--- config.mk ---
export PLATFORM = sky130hd
export DESIGN_NAME = bmmr_responder
export DESIGN_NICKNAME = d
export VERILOG_FILES = /design/src/bmmr_pkg.sv /design/src/bmmr_responder.sv
export SDC_FILE = /design/constraint.sdc
export NUM_CORES = 2
export LEC_CHECK = 0
export CORE_ASPECT_RATIO = 1.4
export CORE_MARGIN = 1.5
export CORE_UTILIZATION = 25
export DETAILED_ROUTE_END_ITERATION = 10
export DONT_BUFFER_PORTS = 1
export HOLD_SLACK_MARGIN = 0.06
export PLACE_DENSITY_LB_ADDON = 0.1
export SKIP_LAST_GASP = 1
export SLEW_MARGIN = 20
export SYNTH_ARGS = -nofsm -noshare
export SYNTH_HDL_FRONTEND = slang
export SYNTH_SLANG_ARGS = --single-unit
--- constraint.sdc ---
create_clock -name sys_clk_in -period 12 [get_ports sys_clk_in]
set_input_delay 3.6 -clock sys_clk_in [delete_from_list [all_inputs] [get_ports sys_clk_in]]
set_output_delay 3.6 -clock sys_clk_in [all_outputs]
set_load 0.005 [all_outputs]
--- src/bmmr_pkg.sv ---
`default_nettype none
package bmmr_pkg;
  localparam logic [7:0] REQ_LEAD = 8'ha5;
  localparam logic [7:0] REQ_DEFN = 8'hc0;
  localparam logic [7:0] REQ_MCFG = 8'hc1;
  localparam logic [7:0] REQ_MDAT = 8'hd1;
  localparam logic [7:0] REQ_ACK = 8'hb9;
  localparam logic [7:0] REQ_OCFG = 8'hce;

  // Block lengths include the lead byte, code, length byte and checksum
  localparam logic [7:0] LEN_DEFN = 8'h2a;
  localparam logic [7:0] LEN_MCFG = 8'h94;
  localparam logic [7:0] LEN_MDAT = 8'ha6;
  localparam logic [7:0] LEN_OCFG = 8'h3c;

  // Configuration block layout
  localparam logic [7:0] MCFG_CHAN_BASE = 8'h10;
  localparam logic [7:0] MCFG_CHAN_SIZE = 8'h0a;
  localparam logic [7:0] MCFG_CALC_BASE = 8'h6a;
  localparam logic [7:0] MCFG_CALC_SIZE = 8'h0e;
  localparam logic [7:0] MCFG_SF_BASE = 8'h86;
  localparam logic [7:0] MCFG_SF_END = 8'h92;
  localparam int NUM_CHAN = 9;
  localparam int NUM_SF = 3;

  // Operate configuration layout
  localparam logic [7:0] OCFG_RB_BASE = 8'h0a;
  localparam logic [7:0] OCFG_RB_END = 8'h3a;

  // Data block layout
  localparam logic [7:0] MDAT_STATUS_IDX = 8'h03;
  localparam logic [7:0] MDAT_PAY_BASE = 8'h04;
  localparam int PAY_BYTES = 160;
  localparam logic [7:0] MDAT_PAY_END = 8'ha4;

  // Status byte bit positions
  localparam int ST_WARN_BIT = 2;
  localparam int ST_FAIL_BIT = 3;
  localparam int ST_SET_BIT = 4;

  // Register map, byte addresses
  localparam int ADDR_W = 10;
  localparam logic [ADDR_W-1:0] ADDR_CTRL = 10'h000;
  localparam logic [ADDR_W-1:0] ADDR_SF_I = 10'h004;
  localparam logic [ADDR_W-1:0] ADDR_SF_X = 10'h008;
  localparam logic [ADDR_W-1:0] ADDR_SF_Y = 10'h00c;
  localparam logic [ADDR_W-1:0] ADDR_STATUS = 10'h010;
  localparam logic [ADDR_W-1:0] ADDR_PAY_BASE = 10'h100;
  localparam int CTRL_PHASE_ROTATION_BIT = 0;
  localparam int STATUS_BUSY_BIT = 8;

  typedef enum logic [2:0] {BLK_NONE, BLK_DEFN, BLK_MCFG, BLK_MDAT, BLK_OCFG} bmmr_blk_t;

  typedef struct packed {
    logic valid;
    logic [7:0] data;
  } bmmr_byte_t;

  typedef struct packed {
    logic [ADDR_W-1:0] addr;
    logic [31:0] wdata;
    logic we;
    logic re;
  } bmmr_bus_t;
endpackage : bmmr_pkg
`default_nettype wire

--- src/bmmr_responder.sv ---
`default_nettype none
// Summary of operation
// RQ1: Definition request answers 2A-long definition block
// RQ2: Definition declares protocols, message, flags, codes
// RQ3: Flag entries: status query strings, reconfigure request
// RQ4: Every block ends with byte-sum checksum
// RQ5: Protocol capability words 0100, 0101, 0005
// RQ6: Configuration block length 94, counts declared
// RQ7: Channel descriptor: name, integer, float, offset
// RQ8: First calc block: rotation, type 00, indices
// RQ9: Second calc block: type 02, FFFF, voltages
// RQ10: Three four-byte float scale factors sent
// RQ11: Data block length A6 with payload layout
// RQ12: Samples in fixed channel order, integers
// RQ13: Acknowledge request clears the status byte
// RQ14: Status bits 2 warn, 3 fail, 4 settings
// RQ15: Diagnostics pass clears warn and fail only
// RQ16: Acknowledge leaves internal self-test condition alone
// RQ17: Host rereads configuration after settings flag
// RQ18: Operate config length 3C, breaker, sixteen bits
// RQ19: Operate codes 31, 11, 00/20/40 plus n
// RQ20: Binary answers interleave with ASCII stream
// RQ21: Only listed request codes get any answer
module bmmr_responder (
  input wire logic sys_clk_in,
  input wire logic rst_in,
  input wire bmmr_pkg::bmmr_bus_t bus_in,
  output logic [31:0] bus_rdata_out,
  input wire bmmr_pkg::bmmr_byte_t rx_in,
  input wire bmmr_pkg::bmmr_byte_t ascii_in,
  output logic ascii_ready_out,
  output bmmr_pkg::bmmr_byte_t tx_out,
  input wire logic tx_ready_in,
  input wire logic selftest_warning_in,
  input wire logic selftest_failure_in,
  input wire logic diag_pass_in,
  input wire logic settings_change_in,
  output logic [7:0] status_byte_out
);
  import bmmr_pkg::*;

  typedef struct packed {
    logic lead_seen;
    bmmr_blk_t blk;
    logic [7:0] idx;
    logic [7:0] len;
    logic [7:0] cksum;
    bmmr_byte_t tx;
    logic ascii_ready;
    logic selftest_warning_flag;
    logic selftest_failure_flag;
    logic settings_changed_flag;
    logic warn_prev;
    logic fail_prev;
    logic phase_rotation;
    logic [NUM_SF-1:0][31:0] sf;
    logic [PAY_BYTES-1:0][7:0] pay;
    logic [31:0] rdata;
  } bmmr_state_t;

  bmmr_state_t st_q, st_d;

  function automatic logic [7:0] defn_byte(input logic [7:0] i);
    logic [7:0] b;
    b = 8'h00;
    // RQ2 RQ3 RQ5 definition table entries
    case (i)
      8'h00, 8'h06, 8'h08, 8'h1c: b = 8'ha5;
      8'h01: b = REQ_DEFN;
      8'h02: b = LEN_DEFN;
      8'h03, 8'h0b: b = 8'h02;
      8'h04, 8'h22, 8'h24, 8'h25: b = 8'h01;
      8'h05, 8'h13: b = 8'h03;
      8'h07, 8'h1d: b = 8'hc1;
      8'h09: b = 8'hd1;
      8'h0c, 8'h14: b = 8'h53;
      8'h0d, 8'h15: b = 8'h54;
      8'h0e, 8'h16: b = 8'h41;
      8'h0f, 8'h17: b = 8'h0d;
      8'h1b: b = 8'h04;
      8'h27: b = 8'h05;
      default: b = 8'h00;
    endcase
    return b;
  endfunction

  function automatic logic [7:0] chan_byte(input logic [7:0] ch, input logic [7:0] pos);
    logic [7:0] b;
    logic [7:0] phase;
    logic [7:0] role;
    b = 8'h00;
    phase = ch / 8'd3;
    role = ch % 8'd3;
    case (pos)
      8'h00: b = (role == 8'd1) ? 8'h49 : 8'h56;
      8'h01: b = 8'h41 + phase;
      8'h02: b = (role == 8'd0) ? 8'h58 : ((role == 8'd2) ? 8'h59 : 8'h00);
      8'h07: b = 8'h01;
      8'h09: b = (role == 8'd0) ? 8'h8a : ((role == 8'd1) ? 8'h86 : 8'h8e);
      default: b = 8'h00;
    endcase
    return b;
  endfunction

  function automatic logic [7:0] calc_byte(input logic [7:0] k, input logic second, input logic rot);
    logic [7:0] b;
    b = 8'hff;
    case (k)
      8'h00: b = {7'h00, rot};
      8'h01: b = second ? 8'h02 : 8'h00;
      8'h08: b = second ? 8'hff : 8'h01;
      8'h09: b = second ? 8'hff : 8'h04;
      8'h0a: b = second ? 8'hff : 8'h07;
      8'h0b: b = second ? 8'h02 : 8'h00;
      8'h0c: b = second ? 8'h05 : 8'h03;
      8'h0d: b = second ? 8'h08 : 8'h06;
      default: b = 8'hff;
    endcase
    return b;
  endfunction

  function automatic logic [7:0] mcfg_byte(input logic [7:0] i, input logic rot, input logic [NUM_SF-1:0][31:0] sf);
    logic [7:0] b;
    logic [7:0] j;
    logic [7:0] s;
    b = 8'h00;
    j = 8'h00;
    s = 8'h00;
    if (i < MCFG_CHAN_BASE) begin
      case (i)
        8'h00: b = 8'ha5;
        8'h01: b = REQ_MCFG;
        8'h02: b = LEN_MCFG;
        8'h03, 8'h04: b = 8'h01;
        8'h05: b = 8'h03;
        8'h06: b = 8'h09;
        8'h07, 8'h0b: b = 8'h04;
        8'h08: b = 8'h50;
        8'h09: b = 8'h02;
        8'h0d: b = 8'h4c;
        8'h0f: b = 8'h54;
        default: b = 8'h00;
      endcase
    end else if (i < MCFG_CALC_BASE) begin
      j = i - MCFG_CHAN_BASE;
      // RQ7 channel descriptor
      b = chan_byte(j / MCFG_CHAN_SIZE, j % MCFG_CHAN_SIZE);
    end else if (i < MCFG_SF_BASE) begin
      j = i - MCFG_CALC_BASE;
      if (j < MCFG_CALC_SIZE) begin
        // RQ8 six-channel calc
        b = calc_byte(j, 1'b0, rot);
      end else begin
        // RQ9 voltage-only calc
        b = calc_byte(j - MCFG_CALC_SIZE, 1'b1, rot);
      end
    end else if (i < MCFG_SF_END) begin
      j = i - MCFG_SF_BASE;
      s = j >> 2;
      // RQ10 scale factors, MSB first
      b = sf[s[1:0]][(8'd3 - j[1:0]) * 8 +: 8];
    end
    return b;
  endfunction

  function automatic logic [7:0] ocfg_byte(input logic [7:0] i);
    logic [7:0] b;
    logic [7:0] j;
    b = 8'h00;
    j = i - OCFG_RB_BASE;
    if (i >= OCFG_RB_BASE && i < OCFG_RB_END) begin
      // RQ19 clear, set, pulse per remote bit
      b = {1'b0, j % 8'd3 == 8'd2, j % 8'd3 == 8'd1, 1'b0, 4'(j / 8'd3)};
    end else begin
      case (i)
        8'h00: b = 8'ha5;
        8'h01: b = REQ_OCFG;
        8'h02: b = LEN_OCFG;
        8'h03, 8'h06: b = 8'h01;
        8'h05: b = 8'h10;
        8'h08: b = 8'h31;
        8'h09: b = 8'h11;
        default: b = 8'h00;
      endcase
    end
    return b;
  endfunction

  logic [7:0] status_now;
  logic [7:0] gen_byte;
  logic slot_free;
  logic [ADDR_W-1:0] pay_off;
  logic [7:0] pay_idx;

  always_comb begin
    // RQ14 status layout
    status_now = 8'h00;
    status_now[ST_WARN_BIT] = st_q.selftest_warning_flag;
    status_now[ST_FAIL_BIT] = st_q.selftest_failure_flag;
    status_now[ST_SET_BIT] = st_q.settings_changed_flag;
    pay_idx = st_q.idx - MDAT_PAY_BASE;
    case (st_q.blk)
      BLK_DEFN: gen_byte = defn_byte(st_q.idx);
      BLK_MCFG: gen_byte = mcfg_byte(st_q.idx, st_q.phase_rotation, st_q.sf);
      BLK_OCFG: gen_byte = ocfg_byte(st_q.idx);
      BLK_MDAT: begin
        // RQ11 data block fields
        if (st_q.idx == 8'h00) begin
          gen_byte = REQ_LEAD;
        end else if (st_q.idx == 8'h01) begin
          gen_byte = REQ_MDAT;
        end else if (st_q.idx == 8'h02) begin
          gen_byte = LEN_MDAT;
        end else if (st_q.idx == MDAT_STATUS_IDX) begin
          gen_byte = status_now;
        end else if (st_q.idx < MDAT_PAY_END) begin
          // RQ12 samples as stored, sample-major
          gen_byte = st_q.pay[pay_idx];
        end else begin
          gen_byte = 8'h00;
        end
      end
      default: gen_byte = 8'h00;
    endcase
    slot_free = !st_q.tx.valid || tx_ready_in;
    pay_off = bus_in.addr - ADDR_PAY_BASE;
  end

  always_comb begin
    st_d = st_q;
    st_d.rdata = 32'h0000_0000;
    if (tx_ready_in) begin
      st_d.tx.valid = 1'b0;
    end

    // RQ20 ASCII byte taken only while no block is in flight
    if (ascii_in.valid && st_q.ascii_ready) begin
      st_d.tx.valid = 1'b1;
      st_d.tx.data = ascii_in.data;
    end else if (st_q.blk != BLK_NONE && slot_free) begin
      st_d.tx.valid = 1'b1;
      if (st_q.idx == st_q.len - 8'd1) begin
        // RQ4 checksum closes block
        st_d.tx.data = st_q.cksum;
        st_d.blk = BLK_NONE;
      end else begin
        st_d.tx.data = gen_byte;
        st_d.cksum = st_q.cksum + gen_byte;
        st_d.idx = st_q.idx + 8'd1;
      end
    end

    // Self-test flags latch on a new condition; a steady condition cannot refill them
    st_d.warn_prev = selftest_warning_in;
    st_d.fail_prev = selftest_failure_in;
    // RQ15 diagnostics pass clears warn and fail
    if (diag_pass_in) begin
      st_d.selftest_warning_flag = 1'b0;
      st_d.selftest_failure_flag = 1'b0;
    end

    // RQ21 two-byte request decode; stray bytes are dropped
    if (rx_in.valid) begin
      st_d.lead_seen = (rx_in.data == REQ_LEAD);
      if (st_q.lead_seen && st_q.blk == BLK_NONE) begin
        st_d.idx = 8'h00;
        st_d.cksum = 8'h00;
        case (rx_in.data)
          REQ_DEFN: begin
            // RQ1 definition block
            st_d.blk = BLK_DEFN;
            st_d.len = LEN_DEFN;
          end
          REQ_MCFG: begin
            // RQ6 configuration block
            st_d.blk = BLK_MCFG;
            st_d.len = LEN_MCFG;
          end
          REQ_MDAT: begin
            st_d.blk = BLK_MDAT;
            st_d.len = LEN_MDAT;
          end
          REQ_OCFG: begin
            // RQ18 operate configuration
            st_d.blk = BLK_OCFG;
            st_d.len = LEN_OCFG;
          end
          REQ_ACK: begin
            // RQ13 acknowledge clears status byte
            // RQ16 inputs untouched, only flags
            st_d.selftest_warning_flag = 1'b0;
            st_d.selftest_failure_flag = 1'b0;
            st_d.settings_changed_flag = 1'b0;
          end
          default: st_d.blk = BLK_NONE;
        endcase
      end
    end

    // Control and scale factor register writes count as a settings change; payload writes do not
    if (bus_in.we) begin
      case (bus_in.addr)
        ADDR_CTRL: begin
          st_d.phase_rotation = bus_in.wdata[CTRL_PHASE_ROTATION_BIT];
          st_d.settings_changed_flag = 1'b1;
        end
        ADDR_SF_I: begin
          st_d.sf[0] = bus_in.wdata;
          st_d.settings_changed_flag = 1'b1;
        end
        ADDR_SF_X: begin
          st_d.sf[1] = bus_in.wdata;
          st_d.settings_changed_flag = 1'b1;
        end
        ADDR_SF_Y: begin
          st_d.sf[2] = bus_in.wdata;
          st_d.settings_changed_flag = 1'b1;
        end
        default: begin
          if (bus_in.addr >= ADDR_PAY_BASE && pay_off[ADDR_W-1:2] < ADDR_W'(PAY_BYTES)) begin
            st_d.pay[pay_off[ADDR_W-1:2]] = bus_in.wdata[7:0];
          end
        end
      endcase
    end
    if (bus_in.re) begin
      case (bus_in.addr)
        ADDR_CTRL: st_d.rdata[CTRL_PHASE_ROTATION_BIT] = st_q.phase_rotation;
        ADDR_SF_I: st_d.rdata = st_q.sf[0];
        ADDR_SF_X: st_d.rdata = st_q.sf[1];
        ADDR_SF_Y: st_d.rdata = st_q.sf[2];
        ADDR_STATUS: begin
          st_d.rdata[7:0] = status_now;
          st_d.rdata[STATUS_BUSY_BIT] = (st_q.blk != BLK_NONE);
        end
        default: begin
          if (bus_in.addr >= ADDR_PAY_BASE && pay_off[ADDR_W-1:2] < ADDR_W'(PAY_BYTES)) begin
            st_d.rdata[7:0] = st_q.pay[pay_off[ADDR_W-1:2]];
          end
        end
      endcase
    end

    // Sets come last so an event in the clearing cycle is kept
    if (selftest_warning_in && !st_q.warn_prev) begin
      st_d.selftest_warning_flag = 1'b1;
    end
    if (selftest_failure_in && !st_q.fail_prev) begin
      st_d.selftest_failure_flag = 1'b1;
    end
    if (settings_change_in) begin
      st_d.settings_changed_flag = 1'b1;
    end
    st_d.ascii_ready = (st_d.blk == BLK_NONE) && !st_d.tx.valid;
  end

  always_ff @(posedge sys_clk_in) begin
    if (rst_in) begin
      st_q <= '0;
      // Power-up counts as a settings change
      st_q.settings_changed_flag <= 1'b1;
    end else begin
      st_q <= st_d;
    end
  end

  assign bus_rdata_out = st_q.rdata;
  assign tx_out = st_q.tx;
  assign ascii_ready_out = st_q.ascii_ready;
  assign status_byte_out = {3'h0, st_q.settings_changed_flag, st_q.selftest_failure_flag,
                            st_q.selftest_warning_flag, 2'h0};
endmodule // bmmr_responder
`default_nettype wire

# Word-level counts from Yosys, hierarchy flattened
# Memory sizes are Yosys's and may differ from the RTL's. A register that Yosys moved wholly into a read port is not among the register bits.
# Index checks and enable logic that the tools add are counted.
[totals]
output_inout_bits = 50
register_bits = 1452
n_memories = 3
romBits = 768
wordCells = 353
[op_classes]
n_reduce_logical = 38
n_mux = 62
n_shift = 1
addsub = 12
div_mod_pow = 6
bitwise_logic = 2
n_lt_le_gt_ge = 14
n_eq_ne = 37
[memory_table]
columns = ["name", "depth", "width", "rd", "rd_ports_with_merged_regs", "write_ports", "line_no", "source"]
rows = [
  ["(no name shown)", 64, 8, 1, 1, 0, "bmmr_responder.sv:67", "case (i)"],
  ["(no name shown)", 16, 8, 1, 1, 0, "bmmr_responder.sv:130", "case (i)"],
  ["(no name shown)", 16, 8, 1, 1, 0, "bmmr_responder.sv:175", "case (i)"],
]
[op_table]
columns = ["op", "count"]
rows = [
  ["$bwmux W1280", 1],
  ["$mux W8", 22],
  ["$bmux W8 S8", 2],
  ["$pmux W8 S4", 3],
  ["$eq A8 B4 Y1 const B", 10],
  ["$pmux W23 S3", 1],
  ["$bmux W32 S2", 1],
  ["$demux W8 S8", 1],
  ["$pmux W8 S7", 1],
  ["$mux W27", 2],
  ["$eq A8 B1 Y1 const B", 6],
  ["$eq A8 B8 Y1 const B", 6],
  ["$eq A8 B2 Y1 const B", 5],
  ["$logic_not A8 Y1", 5],
  ["$pmux W8 S5", 1],
  ["$pmux W7 S5", 1],
  ["$shiftx A32 B33 Y8", 1],
  ["$lt A8 B8 Y1 const B", 4],
  ["$mux W32", 1],
  ["$mux W11", 2],
  ["$eq A10 B4 Y1 const B", 2],
  ["$lt A8 B9 Y1 const B", 2],
  ["$mux W17", 1],
  ["$div A8 B2 Y8 const B", 2],
  ["other kinds (55)", 89],
]

# Depth between registers and ports, before layout
[logic_depth]
ltp_word = 18
depth_mapped = 50

# Least setup slack after synthesis
# OpenSTA, ideal clock, no wires.
[synth_timing]
path_kind = "register to register"
from = "register st_q[1440] (netlist bit)"
to = "register st_q[1431] (netlist bit)"
setup_slack_ns = 2.178
required_time_ns = 11.929
path_stages_with_launch = 46
arrival_ns = 9.751
cell_sequence = "dfxtp_1 clkbuf_1 buf_2 buf_2 buf_2 buf_2 clkbuf_1 inv_1 buf_1 clkbuf_1 ha_1 inv_1 nor4_1 mux2_2 nor4_2 a211o_1 o211a_2 o311ai_2 [... 10 more ...] nor2b_2 inv_2 o311a_1 a31o_1 o31ai_1 o21ai_1 o211a_1 nand2b_1 ha_1 a21o_1 a21o_1 a21o_1 a21oi_1 o21bai_1 a21oi_1 xnor2_1 or3_1 a21oi_1"
[synth_via]
elab_chain_cells = 16
elab_cells_between_ends = 84
classes_between = "add/sub: 9; div: 6; order compare: 8; eq/ne: 23; shift: 1; mux: 29; reduce/logical: 8"
[synth_lines]
columns = ["item", "line_no", "source"]
rows = [
  ["from (decl)", "bmmr_responder.sv:61", "bmmr_state_t st_q, st_d;"],
  ["from (signal assigned)", "bmmr_responder.sv:363", "st_q <= st_d;"],
  ["parallel branches: the longest is 11 deep, another holds $sub A8 B5 Y8", "n/a", ""],
  ["$mux W8 *", "bmmr_responder.sv:242", "if (st_q.idx == st_q.len - 8'd1) begin"],
  ["$mux W17 *", "bmmr_responder.sv:240", "end else if (st_q.blk != BLK_NONE && slot_free) begin"],
  ["$mux W8 *", "bmmr_responder.sv:237", "if (ascii_in.valid && st_q.ascii_ready) begin"],
  ["$mux W27", "bmmr_responder.sv:265", "if (st_q.lead_seen && st_q.blk == BLK_NONE) begin"],
  ["$mux W27 *", "bmmr_responder.sv:263", "if (rx_in.valid) begin"],
]
# Every way passes the cells marked *. The select of a mux whose other input is x is not followed.
# A chain may end at the register's enable or synchronous reset.

# Final worst setup path
[layout_timing]
from = "register st_q[1445] (netlist bit)"
to = "register st_q[1431] (netlist bit)"
# Same word-level chain as after synthesis.

==> impl_metrics.env <==
export IMPL_crit_fanout=21
export IMPL_routed_wl_microns=349000
export IMPL_post_cts_buffers=0
export IMPL_cts_buffers=174
export IMPL_finalHoldViolCount=0
export IMPL_post_route_period_util=0.849
export IMPL_synth_seq_area_share=0.370
export IMPL_grt_pass1_wl_microns=502000
export IMPL_grt_usage=0.211
export IMPL_path_clk_slew_ps=60
export IMPL_path_class="reg2reg"
export IMPL_cts_sinks=1472
export IMPL_ys_seq_elements=1472
export IMPL_pwr_share_clk=0.515
export IMPL_netlist_area_sq_mm=0.0796
export IMPL_drt_iter0_drc=6263
export IMPL_tns_ps=0
export IMPL_hpwl_microns=218000
export IMPL_synth_edf_count=0
export IMPL_post_route_drc_count=0
export IMPL_leakage_nw=26.1
export IMPL_period_minus_slack_ps=10180
export IMPL_synthCells=8594
export IMPL_cts_buffer_depth=4
export IMPL_cp_end_kind="register"
export IMPL_synth_top_family_by_area="multiplexers"
export IMPL_slew_violations=117
export IMPL_peakVddDrop_v=0.000104
export IMPL_yosys_top_cells_area="dfxtp_1, mux4_2, a21oi_1"
export IMPL_layout_common_cells="nand2_1, dfxtp_1, a21oi_1"
export IMPL_critical_path_max_stage_delay_ps=710
export IMPL_synth_ff_type="dfxtp_1"
export IMPL_dieWidth_microns=480
export IMPL_vias_per_cell=5.45
export IMPL_clock_fmax_mhz=98.2
export IMPL_antenna_found_initial=17
export IMPL_cp_required_ps=12790
export IMPL_grt_max_degree=328
export IMPL_gr_total_overflow=0
export IMPL_final_common_cell="nand2_1"
export IMPL_min_path_type="reg2reg"
export IMPL_max_slew_margin=-0.112
export IMPL_violations="max-slew violations"
export IMPL_wl_per_cell_microns=28.3
export IMPL_synth_top_area_share=0.370
export IMPL_drive_above_1_share=0.169
export IMPL_die_area_sq_mm=0.322
export IMPL_yosys_area_share_simple=0.184
export IMPL_power_density_mw_per_mm2=121
export IMPL_ys_async_sr_fraction=0
export IMPL_rows=244
export IMPL_power_share_switching=0.238
export IMPL_insertion_delay_ps=880
export IMPL_start_kind="register"
export IMPL_die_h_microns=671
export IMPL_arrival_ps=10970
export IMPL_setup_violations=0
export IMPL_synth_xor_area_share=0.00671
export IMPL_path_delay_family="compound AO/OA/AOI/OAI gates"
export IMPL_cts_tree="yes"
export IMPL_rsz0062_at_grt="no"
export IMPL_ys_warn_count=0
export IMPL_crit_slowest_cell="a21oi_2"
export IMPL_htreeDepth=4
export IMPL_fp_coreArea_sq_mm=0.316
export IMPL_crit_buf_inv=4
export IMPL_pwr_share_seq=0.459
export IMPL_first_global_vias=65100
export IMPL_gp_congestion=0.836
export IMPL_avgSynthCellArea_sq_um=9.26
export IMPL_cts_root_buf="clkbuf_16"
export IMPL_ant_nets=0
export IMPL_start_util=0.252
export IMPL_yosysTopAreaCell="dfxtp_1"
export IMPL_ios=119
export IMPL_status="complete, but fails checks"
export IMPL_port_buffers=0
export IMPL_synthAdderAreaFrac=0.00811
export IMPL_cts_hold_buf=0
export IMPL_synth_distinct_cells=111
export IMPL_area_growth_pct=11.3
export IMPL_drtPass1Iterations=8
export IMPL_cts_resized=0
export IMPL_intPower_mw=8.13
export IMPL_cap_viol_max_count=0
export IMPL_switchingPower_mw=2.55
export IMPL_synth_compound_area_frac=0.118
export IMPL_via_count=67200
export IMPL_skew_ps=63.2
export IMPL_p_comb_frac=0.027
export IMPL_final_util=0.280
export IMPL_final_nets=8132
export IMPL_synthMuxAreaShare=0.265
export IMPL_tightest_slew_ps=1670
==> tightest hold or removal path: cells and delay by family, from the launching register on <==
kind / cells / cell delay (ps)
compound gates: 1 / 50
flops: 1 / 310
simple gates: 1 / 50
==> metrics by stage <==
step	instances	instance area (sq um)	worst slack, ps	hold WS (ps)	total power, mW
after floorplan	8598	79600	2180	436	5.32
after global placement	12000	82700	1910	447	5.21
after detailed placement	12000	82900	1860	457	5.29
after CTS	12300	88500	1830	466	10.8
after global routing	12300	88500	909	482	11.0
final	12300	88600	1820	465	10.7
==> routing by layer <==
metal / vias up / global-route usage / share of wire
met5: - / 0 / 0
met4: 0 / 0.0786 / 0.041
met3: 461 / 0.0235 / 0.046
met2: 2042 / 0.374 / 0.51
met1: 34500 / 0.259 / 0.40
li1: 30200 / - / -
==> worst paths after layout <==
check	slack, ps	cells after the start	to	from
worst min-delay path	470	2	st_q[978]	st_q[978]
worst max register to register	1820	36	st_q[1431]	st_q[1445]
worst min register to register	470	2	st_q[978]	st_q[978]
worst max-delay path	1820	36	st_q[1431]	st_q[1445]
==> registers in the layout, indices dropped and copies added, names as in the netlist, named ones only <==
register and count:
tx_out 9, bus_rdata_out 32, status_byte_out 3, st_q 1405
ascii_ready_out 1
==> final cells by class <==
cell class,instances,area [sq um]
fillers,33000,227000
multi-input cells,6169,46600
flip-flops and latches,1472,29500
well taps,4182,5230
clock buffers,259,5100
repair buffers,143,1380
clock inverters,47,537
inverters,52,195
diodes,8,20.0
==> cell families after synthesis <==
kind of cell,after synthesis
adders and majority gates,51
xor gates and xnor gates,53
buffers and inverters,957
muxes,1039
and+or+nand+nor,3332
other,1
DFF,1472
AOI/OAI and AO/OA,1689
==> cells in the mapped netlist, drive strengths merged (7+ instances only) <==
cell type,instances
a211oi,20
a21o,7
a21oi,1352
a222oi,40
a31oi,23
and2,17
and3,8
buf,159
clkbuf,746
dfxtp,1472
ha,50
inv,50
mux2i,179
mux4,855
nand2,1630
nand2b,29
nand3,1174
nand4,11
nor2,316
nor2b,20
nor3,59
nor4,16
o211ai,17
o21a,11
o21ai,85
o22ai,18
o311ai,9
o31ai,15
or2,10
or3,13
xnor2,39
xor2,13
==> power by group through the flow <==
stage               Clock (mW)  Sequential (mW)  Combinational, mW
floorplan                    0             5.00              0.313
global placement             0             5.01              0.199
detailed placement           0             5.01              0.284
CTS                       5.65             4.90              0.284
global route              5.82             4.89              0.295
finish                    5.50             4.90              0.285
Note: power is estimated with default switching activity, not from simulation.
